<file path="src/logic/hpi_pkg.sv">
// Package for the sixteen_bit_host_port access sequencer.
// Assumes one expansion-bus clock; all counts are in its periods.
package hpi_pkg;

    // Clock and phase-setting widths
    localparam int         CLK_PERIOD_NS   = 100;
    localparam int         SET_W           = 4;
    localparam int         DATA_W          = 16;
    localparam int         ADDR_W          = 16;

    // Least legal phase settings
    localparam logic [3:0] ADDR_SET_MIN    = 4'h2;
    localparam logic [3:0] SETUP_SET_MIN   = 4'h2;
    localparam logic [3:0] STROBE_SET_MIN  = 4'h1;

    // Reset values of the phase settings
    localparam logic [3:0] ADDR_SET_RST    = 4'h2;
    localparam logic [3:0] SETUP_SET_RST   = 4'h2;
    localparam logic [3:0] STROBE_SET_RST  = 4'h1;
    localparam logic [3:0] HOLD_SET_RST    = 4'h2;
    localparam logic [3:0] RECOV_SET_RST   = 4'h1;

    // Width of the host-wait synchroniser
    localparam int         SYNC_STAGES     = 2;

    // Access kinds: bit 1 simplex, bit 0 read
    typedef enum logic [1:0] {
        HPI_MUX_WRITE = 2'h0,
        HPI_MUX_READ  = 2'h1,
        HPI_SPX_WRITE = 2'h2,
        HPI_SPX_READ  = 2'h3
    } hpi_kind_type;

    // Phases of one access
    typedef enum logic [5:0] {
        HPI_IDLE   = 6'h01,
        HPI_ADDR   = 6'h02,
        HPI_SETUP  = 6'h04,
        HPI_STROBE = 6'h08,
        HPI_HOLD   = 6'h10,
        HPI_RECOV  = 6'h20
    } hpi_phase_type;

    // Programmed phase lengths
    typedef struct packed {
        logic [SET_W-1:0] address_phase_setting;
        logic [SET_W-1:0] setup_phase_setting;
        logic [SET_W-1:0] strobe_phase_setting;
        logic [SET_W-1:0] hold_phase_setting;
        logic [SET_W-1:0] recovery_phase_setting;
    } hpi_timing_type;

    // One access request
    typedef struct packed {
        hpi_kind_type      kind;
        logic [ADDR_W-1:0] addr;
        logic [DATA_W-1:0] wdata;
    } hpi_req_type;

endpackage : hpi_pkg

</file>
<file path="src/logic/hpi_wait_sync.sv">
// Two-flop synchroniser for the host-wait pin.
// Assumes the pin is asynchronous to clk.
`timescale 1ns/1ns
module hpi_wait_sync
    import hpi_pkg::*;
(
    input  wire logic clk,
    input  wire logic srst,
    input  wire logic pin_in,
    output logic      level_out
);

    logic [SYNC_STAGES-1:0] sync_q;

    // First stage is read only by the second
    always_ff @(posedge clk) begin
        if (srst) begin
            sync_q <= '0;
        end else begin
            sync_q <= {sync_q[SYNC_STAGES-2:0], pin_in};
        end
    end

    assign level_out = sync_q[SYNC_STAGES-1];

endmodule : hpi_wait_sync

</file>
<file path="src/logic/hpi_access_seq.sv">
// Access sequencer driving a DSP sixteen_bit_host_port.
// Assumes the request side is on clk and host_wait_request is a raw pin.
//
// Contract
// - Four 16-bit access kinds, each phase-timed.
// - Address setting at least 2, three clocks.
// - Setup setting at least 2, three clocks.
// - Strobe setting at least 1, two clocks.
// - Stay in address or strobe while waited.
// - Host wait honoured in address, setup and strobe phases, not in hold or recovery.
// - Address phase lasts one clock past wait.
// - Setup phase lasts one clock past wait.
// - Address and chip select start together.
// - Strobe follows chip select by address plus setup length.
// - Strobe pulse lasts programmed strobe length.
// - Write data valid before strobe rises.
// - Write data held through hold phase.
// - Read data sampled at strobe end.
// - Recovery gap set by recovery setting.
// - All counts in expansion-bus clock periods.
// - Recovery setting plus one clock sets idle gap.
`timescale 1ns/1ns
module hpi_access_seq
    import hpi_pkg::*;
(
    input  wire logic              clk,
    input  wire logic              srst,
    input  wire hpi_timing_type    timing,
    input  wire hpi_req_type       req,
    input  wire logic              req_valid,
    output logic                   req_ready,
    output logic [DATA_W-1:0]      rd_data,
    output logic                   rd_valid,
    output logic                   busy,
    output logic                   timing_error,
    input  wire logic              host_wait_request,
    output logic                   host_cs_low,
    output logic                   host_data_strobe_primary_low,
    output logic                   host_rw,
    output logic                   host_addr_strobe_low,
    output logic [ADDR_W-1:0]      host_addr,
    output logic [DATA_W-1:0]      host_data_out,
    output logic                   host_data_oe_low,
    input  wire logic [DATA_W-1:0] host_data_in
);

    hpi_phase_type    phase_q;
    hpi_phase_type    phase_d;
    hpi_req_type      cur_q;
    hpi_timing_type   tim_q;
    logic [SET_W-1:0] cnt_q;
    logic             wait_s;
    logic             stretch_q;
    logic [SET_W-1:0] lim;
    logic             done;
    logic             simplex_next;
    logic             is_read;
    logic             is_simplex;
    logic             settings_ok;

    // Host wait comes off a pin, so it is synchronised first
    hpi_wait_sync u_wait_sync (
        .clk       (clk),
        .srst      (srst),
        .pin_in    (host_wait_request),
        .level_out (wait_s)
    );

    assign is_read    = cur_q.kind[0];
    assign is_simplex = cur_q.kind[1];

    // Settings below the legal floors are refused
    assign settings_ok = (timing.address_phase_setting >= ADDR_SET_MIN)
                       && (timing.setup_phase_setting >= SETUP_SET_MIN)
                       && (timing.strobe_phase_setting >= STROBE_SET_MIN);

    assign req_ready    = (phase_q == HPI_IDLE) && settings_ok;
    assign timing_error = !settings_ok;
    assign busy         = (phase_q != HPI_IDLE);

    // Programmed length, less one, of the phase now running
    always_comb begin
        lim = '0;
        unique case (phase_q)
            HPI_IDLE:   lim = '0;
            HPI_ADDR:   lim = tim_q.address_phase_setting;
            HPI_SETUP:  lim = tim_q.setup_phase_setting;
            HPI_STROBE: lim = tim_q.strobe_phase_setting;
            HPI_HOLD:   lim = tim_q.hold_phase_setting;
            HPI_RECOV:  lim = tim_q.recovery_phase_setting;
            default:    lim = '0;
        endcase
    end

    // A phase ends once its counter has reached the setting, and not while stretched;
    // a wait carries the counter past the setting, so the test is at-or-above
    always_comb begin
        done = 1'b0;
        unique case (phase_q)
            HPI_IDLE:   done = 1'b0;
            HPI_ADDR:   done = (cnt_q >= lim) && !wait_s && !stretch_q;
            HPI_SETUP:  done = (cnt_q >= lim) && !stretch_q;
            HPI_STROBE: done = (cnt_q >= lim) && !wait_s;
            HPI_HOLD:   done = (cnt_q >= lim);
            HPI_RECOV:  done = (cnt_q >= lim);
            default:    done = 1'b0;
        endcase
    end

    // Phase order: address, setup, strobe, hold, recovery
    always_comb begin
        phase_d = phase_q;
        unique case (phase_q)
            HPI_IDLE:   if (req_valid && req_ready) phase_d = HPI_ADDR;
            HPI_ADDR:   if (done) phase_d = HPI_SETUP;
            HPI_SETUP:  if (done) phase_d = HPI_STROBE;
            HPI_STROBE: if (done) phase_d = HPI_HOLD;
            HPI_HOLD:   if (done) phase_d = HPI_RECOV;
            HPI_RECOV:  if (done) phase_d = HPI_IDLE;
            default:    phase_d = HPI_IDLE;              // Upset code falls back to idle
        endcase
    end

    // Phase register
    always_ff @(posedge clk) begin
        if (srst) begin
            phase_q <= HPI_IDLE;
        end else begin
            phase_q <= phase_d;
        end
    end

    // Per-phase cycle counter, one count per bus clock
    always_ff @(posedge clk) begin
        if (srst) begin
            cnt_q <= '0;
        end else if (phase_d != phase_q) begin
            cnt_q <= '0;
        end else if (phase_q != HPI_IDLE && cnt_q != {SET_W{1'b1}}) begin
            cnt_q <= cnt_q + 1'b1;
        end
    end

    // One extra clock after wait drops in address or setup phase
    always_ff @(posedge clk) begin
        if (srst) begin
            stretch_q <= 1'b0;
        end else if (wait_s && (phase_q == HPI_ADDR || phase_q == HPI_SETUP)) begin
            stretch_q <= 1'b1;
        end else begin
            stretch_q <= 1'b0;
        end
    end

    // Request and settings captured at acceptance
    always_ff @(posedge clk) begin
        if (srst) begin
            cur_q <= '0;
            tim_q <= {ADDR_SET_RST, SETUP_SET_RST, STROBE_SET_RST, HOLD_SET_RST, RECOV_SET_RST};
        end else if (phase_q == HPI_IDLE && req_valid && req_ready) begin
            cur_q <= req;
            tim_q <= timing;
        end
    end

    // Chip select and address start together and hold through hold phase
    always_ff @(posedge clk) begin
        if (srst) begin
            host_cs_low          <= 1'b1;
            host_addr            <= '0;
            host_rw              <= 1'b1;
            host_addr_strobe_low <= 1'b1;
        end else begin
            host_cs_low <= !(phase_d inside {HPI_ADDR, HPI_SETUP, HPI_STROBE, HPI_HOLD});
            if (phase_q == HPI_IDLE && phase_d == HPI_ADDR) begin
                host_addr <= req.kind[1] ? req.addr : '0;
                host_rw   <= req.kind[0];
            end
            host_addr_strobe_low <= !(phase_d == HPI_ADDR && !simplex_next);
        end
    end

    // Simplex flag of whichever request owns the next cycle
    assign simplex_next = (phase_q == HPI_IDLE) ? req.kind[1] : cur_q.kind[1];

    // Data strobe active only in the strobe phase
    always_ff @(posedge clk) begin
        if (srst) begin
            host_data_strobe_primary_low <= 1'b1;
        end else begin
            host_data_strobe_primary_low <= !(phase_d == HPI_STROBE);
        end
    end

    // Data lines: address in multiplexed address phase, write data from setup through hold
    always_ff @(posedge clk) begin
        if (srst) begin
            host_data_out    <= '0;
            host_data_oe_low <= 1'b1;
        end else begin
            host_data_out    <= host_data_out;
            host_data_oe_low <= 1'b1;
            if (phase_q == HPI_IDLE && phase_d == HPI_ADDR && !req.kind[1]) begin
                host_data_out    <= req.addr;
                host_data_oe_low <= 1'b0;
            end else if (phase_d == HPI_ADDR && !is_simplex) begin
                host_data_oe_low <= 1'b0;
            end else if (!is_read && phase_d inside {HPI_SETUP, HPI_STROBE, HPI_HOLD}) begin
                host_data_out    <= cur_q.wdata;
                host_data_oe_low <= 1'b0;
            end
        end
    end

    // Read data captured as the strobe phase ends
    always_ff @(posedge clk) begin
        if (srst) begin
            rd_data  <= '0;
            rd_valid <= 1'b0;
        end else begin
            rd_valid <= 1'b0;
            if (phase_q == HPI_STROBE && done && is_read) begin
                rd_data  <= host_data_in;
                rd_valid <= 1'b1;
            end
        end
    end

endmodule : hpi_access_seq

</file>
<file path="config.mk">
export PLATFORM = sky130hd
export DESIGN_NAME = hpi_access_seq
export DESIGN_NICKNAME = d
export VERILOG_FILES = /design/src/logic/hpi_pkg.sv /design/src/logic/hpi_wait_sync.sv /design/src/logic/hpi_access_seq.sv
export SDC_FILE = /design/constraint.sdc
export NUM_CORES = 1
export LEC_CHECK = 0
export BUFFER_PORTS_ARGS = -buffer_cell sky130_fd_sc_hd__clkbuf_2
export CAP_MARGIN = 5
export CORE_ASPECT_RATIO = 2
export CORE_MARGIN = 2
export CORE_UTILIZATION = 33
export CTS_BUF_LIST = sky130_fd_sc_hd__clkbuf_8
export CTS_CLUSTER_SIZE = 24
export DETAILED_ROUTE_END_ITERATION = 12
export MAX_ROUTING_LAYER = met4
export REMOVE_ABC_BUFFERS = 1
export SYNTH_ARGS = -nofsm -noshare
export SYNTH_HDL_FRONTEND = slang
export SYNTH_SLANG_ARGS = --single-unit
export TNS_END_PERCENT = 100
</file>
<file path="constraint.sdc">
create_clock -name clk -period 5.6 [get_ports clk]
set_input_delay 0.56 -clock clk [delete_from_list [all_inputs] [get_ports clk]]
set_output_delay 0.56 -clock clk [all_outputs]
set_load 0.02 [all_outputs]
</file>
Word level (Yosys, flattened, before mapping)

Index checks and enable logic that the tools add are counted.

Mux-type cells: 19
Magnitude comparators: 4
Reduce and logical (&&, ||, !) cells: 35
Equality and inequality tests: 14
Add/sub/neg operators: 1

Operator list:

| kind                                                   | count |
|---|---|
| two-way mux 16 bit                                     | 4 |
| two-way mux 6 bit                                      | 6 |
| one-hot mux 6 bit (6 select lines)                     | 1 |
| one-hot mux 4 bit (5 select lines)                     | 1 |
| logical AND 1 bit                                      | 18 |
| equality test 6 x 2 -> 1 bit (second input constant)   | 2 |
| equality test 6 x 3 -> 1 bit (second input constant)   | 2 |
| equality test 6 x 4 -> 1 bit (second input constant)   | 2 |
| equality test 6 x 5 -> 1 bit (second input constant)   | 2 |
| zero test 1 bit                                        | 10 |
| >= comparator 4 x 2 -> 1 bit (second input constant)   | 2 |
| equality test 6 x 1 -> 1 bit (second input constant)   | 1 |
| equality test 6 bit (second input constant)            | 1 |
| two-way mux 1 bit                                      | 6 |
| inequality test 6 x 1 -> 1 bit (second input constant) | 1 |
| inequality test 6 bit                                  | 1 |
| adder 4 x 1 -> 4 bit (second input constant)           | 1 |
| >= comparator 4 x 1 -> 1 bit (second input constant)   | 1 |
| >= comparator 4 bit                                    | 1 |
| inequality test 4 bit (second input constant)          | 1 |
| one-hot mux 1 bit (4 select lines)                     | 1 |
| nonzero test 4 bit                                     | 1 |
| OR reduction 2 bit                                     | 2 |
| nonzero test 3 bit                                     | 1 |
| other kinds (4)                                        | 4 |

Bits in registers: 105
Logic and storage cells: 93
Input port bits: 74

Depth between registers and ports, before layout

Gate-level depths: netlist of the first run.

Depth after elaboration: 14
Gate-level depth with buffers: 17

Modules after synthesis

Synthesis of the first run repeated with hierarchy kept, for this count alone.

Cell total of the unflattened synthesis: 516
Area total of the unflattened synthesis: 4319.1 µm²

Modules (own cells, without submodules):

| module         | cells an instance | times used | area an instance (µm²) |
|---|---|---|---|
| hpi_access_seq | 512               | 1          | 4266.6 |
| hpi_wait_sync  | 4                 | 1          | 52.6 |

Least setup slack after synthesis of the first run

Ideal clock, no wire load.

Kind: reg-to-reg
Start point: reg phase_q[0]
End point: reg host_data_out[10]
Required time: 5541 ps
Path buffers: 2
Cell stages (with the launch flop): 14
Slack: 1819 ps
Arrival: 3722 ps
Cell sequence: dfxtp_1 buf_2 or4_1 nor3b_1 a22oi_1 nand3_1 ha_1 nand2b_1 a2111oi_1 a211oi_2 mux2i_1 nor3b_1 buf_2 a221o_1

Word-level cells in the longest chain between the ends: 13
Elaborated cells on any way between the ends: 35
Classes of those cells: 1 x order compare; 11 x eq/ne; 10 x mux; 13 x reduce/logical

RTL lines:

| item                                                                                | RTL line                                                          | RTL |
|---|---|---|
| start: declaration                                                                  | hpi_access_seq.sv:47                                              | `hpi_phase_type phase_q;` |
| start signal: assignment                                                            | hpi_access_seq.sv:129                                             | `phase_q <= phase_d;` |
| equality test 6 bit, or another cell as far along                                   | hpi_access_seq.sv:84, hpi_access_seq.sv:99, hpi_access_seq.sv:113 |  |
| one-hot mux 4 bit (5 select lines)                                                  | hpi_access_seq.sv:84                                              | `unique case (phase_q)` |
| >= comparator 4 bit                                                                 | -                                                                 |  |
| logical AND 1 bit                                                                   | hpi_access_seq.sv:101, hpi_access_seq.sv:103                      |  |
| logical AND 1 bit                                                                   | hpi_access_seq.sv:101                                             | `HPI_ADDR: done = (cnt_q >= lim) && !wait_s && !stretch_q;` |
| one-hot mux 1 bit (4 select lines)                                                  | hpi_access_seq.sv:99                                              | `unique case (phase_q)` |
| two-way mux 6 bit (on tied branches)                                                | -                                                                 |  |
| one-hot mux 6 bit (6 select lines)                                                  | hpi_access_seq.sv:113                                             | `unique case (phase_q)` |
| equality test 6 x 3 -> 1 bit, or another cell as far along                          | hpi_access_seq.sv:208                                             | `end else if (!is_read && phase_d inside {HPI_SETUP, HPI_STROBE, HPI_HOLD}) begin` |
| nonzero test 3 bit / logical AND 1 bit (equally long branches)                      | hpi_access_seq.sv:208, hpi_access_seq.sv:203                      |  |
| logical AND 1 bit (on tied branches)                                                | hpi_access_seq.sv:208, hpi_access_seq.sv:203                      |  |
| nonzero test 2 bit (no source line) / inequality test 2 bit (equally long branches) | -                                                                 |  |
| AND reduction 2 bit (no source line)                                                | -                                                                 |  |
| end signal: assignment                                                              | hpi_access_seq.sv:201                                             | `host_data_out <= host_data_out;` |
| end signal: assignment                                                              | hpi_access_seq.sv:204                                             | `host_data_out <= req.addr;` |
| end signal: assignment                                                              | hpi_access_seq.sv:209                                             | `host_data_out <= cur_q.wdata;` |
| end: declaration                                                                    | hpi_access_seq.sv:42                                              | `output logic [DATA_W-1:0] host_data_out,` |

Several ways; a longest one is shown, not always the timed one.
A chain may end at the register's enable or synchronous reset.

Final worst setup path of the first run

Start point: reg phase_q[5]
End point: reg host_data_out[10]

The elaborated chain is that of the path after synthesis.

==> out/qor.csv, run 1 <==
metric,value,unit
fillCellCount,1352,
finalCoreUtilization,40.6,%
synth_top_family_by_area,simple AND/OR/NAND/NOR gates,
yosysSeqAreaShare,48.3,%
synth-compound-area-share,16.5,%
drc,0,
grt_overflow_total,0,
synth.distinct_cells,50,
gr-usage-all-layers,18.1,%
drt_iter0_markers,256,
cap_violations,0,
synth_top_cell_area_share,48.3,%
cp_max_fo,14,
n_antenna_cell,0,
clock_path_buffers,2,
synth_xor_area_share,1.01,%
multiInputGateArea,2060,um^2
holdPathStages,3,
outcome,finished clean,
hold_viol_final,0,
die_w,85.2,um
antenna_found_initial,0,
drive_above_1_share,24.8,%
cp.arrival,5.10,ns
yosysWarnings,0,
fin_setup_tns,0,ns
synth_area,4350,um^2
synth_fa_ha_area_share,1.44,%
finClkSkew,0.0144,ns
r2r_slack,0.80,ns
cts.sinks,105,
cts_tree,built,
post_cts_buffers,0,
worstPathCellList,nor4b_1 > nor3b_1 > a22oi_1 > nand3_1 > ha_1 > nand2b_1 > a2111oi_1 > a211oi_2 > mux2i_1 > nor3b_2 > a221o_1,
yosys.area_share.simple,23.5,%
regArea,2100,um^2
start_util,33.7,%
finalNetCount,696,
final_common_cell,clkbuf_2,
numCtsBuffers,9,
drt-vias-per-instance,5.17,
slew_viol_final,0,
fin_crit,4.80,ns
powerDensity,284,nW/um^2
wl_per_cell,16.1,um
htree_levels,3,
synth_area_leaders,"dfxtp_1 (48%), nand2_1 (8.8%), a21oi_1 (7.1%)",
core_area,12900,um^2
worstSkewPairLatency,0.36,ns
gp_congestion,0.860,
cp_num_buf_inv,0,
cts-root-buf,clkbuf_8,
setup_viol_count_final,0,
start_kind,flop,
dr.pass1.iters,5,
cts_resized,0,
max_stage_delay,0.80,ns
ir_worst_vdd,150,uV
die_y,166,um
rsz0062_at_grt,false,
hpwl,9470,um
cp.depth,11,
reg2reg_depth,11,
yosys_register_bits,105,
timing.final.crit_share,85.7,%
yosys.area.top_type,dfxtp_1,
slowest_stage,nor3b_2,
path_clk_slew,0.10,ns
dr_total_vias,3998,
worst_pin_slew,1.05,ns
area_delta_synth_final,20.5,%
ios,131,
grt_start_max_net_pins,63,
die_area,14200,um^2
grt_pass1_wl,19700,um
cp_top_family,simple AND/OR/NAND/NOR gates,
hold_path_class,primary input to flop,
grt_pass1_vias,4119,
setup.worst_path.class,flop to flop,
portBuffers,130,
drt-total-wl,12400,um
layout_common_cells,"clkbuf_2 (129), dfxtp_1 (105), nand2_1 (102)",
fp-row-count,59,
fmax,208,MHz
synth_mux_area_share,4.60,%
p_leak,2.19,nW
synthCells,512,
syn_area_per_cell,8.50,um^2
antenna_left,0,
worstPathRequired,5.90,ns
critPathCaptureType,flop,
slew_headroom,29.2,%
postCtsHoldBufs,0,
## synthesized netlist by cell type (all sizes together)
library cell  number
dfxtp            105
nand2            102
a21oi             62
nor2              39
clkbuf            22
mux2i             20
nand3             20
buf               17
and2              15
a221o             14
nor3              12
o21ai              9
a22oi              8
inv                6
nand3b             6
ha                 5
nor3b              5
nand2b             4
or4                4
a211oi             3
nor2b              3
nor4               3
xnor2              3
a2111oi            2
and3               2
o21a               2
o221a              2
or2                2
xor2               2
a221oi             1
a2bb2oi            1
a31o               1
a31oi              1
nor4b              1
o211ai             1
o21bai             1
o22ai              1
o31a               1
o31ai              1
o32a               1
or3b               1
or4b               1
## area by class of cell
type	instances	share of cell area, %
well taps	152	3.63
multi-input cells	362	39.3
flip-flops and latches	105	40.1
clock inverters	5	1.10
clock buffers	10	2.63
inverters	6	0.430
repair buffers	133	12.8
## routing by layer
layer | GRT usage (%) | up-vias | part of all wire (%)
met2 | 33.2 | 118 | 56
met4 | 11.4 | 0 | 5.7
met1 | 17.0 | 1859 | 35
met3 | 2.63 | 43 | 3.4
li1 | - | 1978 | -
met5 | - | - | 0
## final timing paths
kind | start | end
setup / recovery | phase_q[5] | host_data_out[10]
setup reg to reg | phase_q[5] | host_data_out[10]
hold reg to reg | host_addr[2] | host_addr[2]
hold / removal | timing[2] | tim_q[2]
## worst min-delay path, cell delays in order
cell      delay, ns
clkbuf_2       0.08
nand2_1        0.05
a21oi_1        0.05
## kinds of logic (layout without fill, tap and decap cells)
logic type      count (synthesis)  count (layout)
simple gates                  220             220
flops                         105             105
xor+xnor                        5               5
mux                            20              20
buf+inv                        45             154
fa+ha+maj                       5               5
compound gates                112             112
## per-stage QoR
step / cell area [um^2] / hold WS [ns] / power (mW) / instances / setup slack [ns]
floorplan: 4170 / 0.414 / 0.946 / 473 / 1.36
finish: 5240 / 0.407 / 1.49 / 773 / 0.802
detailed placement: 5050 / 0.444 / 1.05 / 758 / 0.833
CTS: 5240 / 0.378 / 1.51 / 773 / 0.814
global placement: 5050 / 0.434 / 1.04 / 758 / 1.11
global route: 5240 / 0.394 / 1.56 / 773 / 0.250
## state kept, by name, indices dropped and copies added, names as in the netlist
register	cells
cnt_q	4
cur_q	18
host_addr	16
host_addr_strobe_low	1
host_cs_low	1
host_data_oe_low	1
host_data_out	16
host_data_strobe_primary_low	1
host_rw	1
phase_q	6
rd_data	16
rd_valid	1
stretch_q	1
tim_q	20
u_wait_sync.sync_q	2
## where the power goes
group | switching (mW) | internal, mW | total (mW)
clock | 0.247 | 0.216 | 0.462
sequential | 0.0298 | 0.786 | 0.816
combinational | 0.133 | 0.0789 | 0.212
Power figures use the tool's default switching activity.
==> run 2, diff against run 1 <==
CORE_MARGIN = 3   (was 2)
SETUP_SLACK_MARGIN = 0.1   (was unset)
==> run 2 against run 1 <==
Against the previous run:
- critical path depth is the same
- clock-buffer cell count is 1 lower
- highest routed layer unchanged
- largest cell class unchanged
- sequential power about the same
==> out/qor.csv, run 2 (synthesis gave the netlist of run 1 again) <==
metric,value,unit
outcome,finished clean,
path_clk_slew,0.10,ns
setup.worst_path.class,flop to flop,
holdPathStages,2,
drt-total-wl,12500,um
critPathCaptureType,flop,
powerDensity,288,nW/um^2
whs,0.389,ns
worst_pin_slew,1.20,ns
ios,131,
fin_cells,770,
p_int,1.08,mW
start_kind,flop,
min_to,u_wait_sync.sync_q[0],
dr.pass1.iters,4,
numCtsBuffers,9,
postCtsHoldBufs,0,
die_area,14700,um^2
dpl.cell_count,755,
timing.final.crit_share,87.7,%
finalInstanceArea,5240,um^2
gp_congestion,0.848,
slew_viol_final,0,
worstSkewPairLatency,0.37,ns
p_sw_share,28.7,%
cp_max_fo,18,
reg2reg_depth,11,
fin_setup_tns,0,ns
antenna_found_initial,0,
grt_busiest_layer,met2,
regMostFlops,tim_q,
fmax,204,MHz
r2r-start,phase_q[4],
cp_num_buf_inv,0,
dr_total_vias,3985,
r2r_end,host_data_out[4],
rsz0062_at_grt,false,
clockPowerShare,32.0,%
largest_reg_flops,20,
slowest_stage,nor3b_2,
postPlaceCellArea,5040,um^2
pwr-share-seq,54.0,%
power_switching,0.433,mW
worstPathCellList,nor4b_1 > nor3b_1 > a22oi_1 > nand3_1 > ha_1 > nand2b_1 > a2111oi_1 > a211oi_2 > mux2i_1 > nor3b_2 > a221o_1,
cts.sinks,105,
gr-usage-all-layers,17.6,%
drc,0,
drive_above_1_share,24.8,%
hold_start,host_wait_request,
r2r_slack,0.69,ns
slew_headroom,19.4,%
finalCoreUtilization,41.0,%
hold_viol_final,0,
p_leak,2.18,nW
clock_path_buffers,2,
regArea,2100,um^2
cts-root-buf,clkbuf_8,
finClkSkew,0.0115,ns
cap_violations,0,
post_cts_buffers,0,
cp.arrival,5.22,ns
p_total,1.51,mW
n_antenna_cell,0,
final_common_cell,clkbuf_2,
hpwl,9320,um
die_y,168,um
start_util,34.1,%
fin_ws,0.690,ns
portBuffers,130,
p_comb_share,14.0,%
htree_levels,3,
cp_top_family,simple AND/OR/NAND/NOR gates,
top_regs,"tim_q: 20 flops, cur_q: 18 flops",
grt_use_met2,31.4,%
die_w,87.2,um
core_area,12800,um^2
drt_iter0_markers,216,
fillCellCount,1365,
wl_per_cell,16.3,um
finalNetCount,695,
grt_start_max_net_pins,75,
grt_pass1_vias,4015,
cts_resized,0,
multiInputGateArea,2060,um^2
grt_use_met3,3.48,%
fp-row-count,58,
hold_path_class,primary input to flop,
grt_overflow_total,0,
layout_common_cells,"clkbuf_2 (130), dfxtp_1 (105), nand2_1 (102)",
grt_pass1_wl,19700,um
area_delta_synth_final,20.4,%
antenna_left,0,
worstPathRequired,5.91,ns
setup_viol_count_final,0,
fin_crit,4.91,ns
max_stage_delay,0.81,ns
place_ws,0.724,ns
cts_tree,built,
drt-vias-per-instance,5.18,
ir_worst_vdd,195,uV
use_met1,17.7,%
-- run 2: cell count changes in the layout (fill, tap and decap cells not counted), sizes merged --
cell    previous run  this run
buf                4         2
inv                7         9
clkinv             1         0
-- run 2: cell type report --
class                   count  share of cell area (%)
clock buffers               9                    2.37
clock inverters             6                    1.46
inverters                   6                   0.430
multi-input cells         362                    39.3
flip-flops and latches    105                    40.1
well taps                 150                    3.58
repair buffers            132                    12.7
-- run 2: how the worst max path moves through the flow --
stage / startpoint / end / slack, ns / cells past startpoint
4_1_cts: phase_q[4] / host_data_out[4] / 0.70 / 11
6_report: phase_q[4] / host_data_out[4] / 0.69 / 11
5_1_grt: phase_q[4] / host_data_out[15] / 0.30 / 11
3_5_place_dp: phase_q[4] / host_data_out[4] / 0.72 / 11
3_3_place_gp: phase_q[4] / host_data_out[6] / 1.0 / 11
2_1_floorplan: phase_q[2] / host_data_out[0] / 1.36 / 11
-- run 2: routing by layer --
layer  share of wire (%)  up-vias
met5                   0        -
met4                 4.1        0
met3                 4.1       37
met2                  56      113
met1                  36     1860
li1                    -     1975
-- run 2: power by group through the flow --
stage	Combinational, mW	Clock (mW)	Sequential [mW]
after floorplan	0.106	0	0.840
after global placement	0.210	0	0.832
after detailed placement	0.214	0	0.833
after CTS	0.214	0.497	0.816
after global routing	0.237	0.529	0.821
final	0.211	0.483	0.816
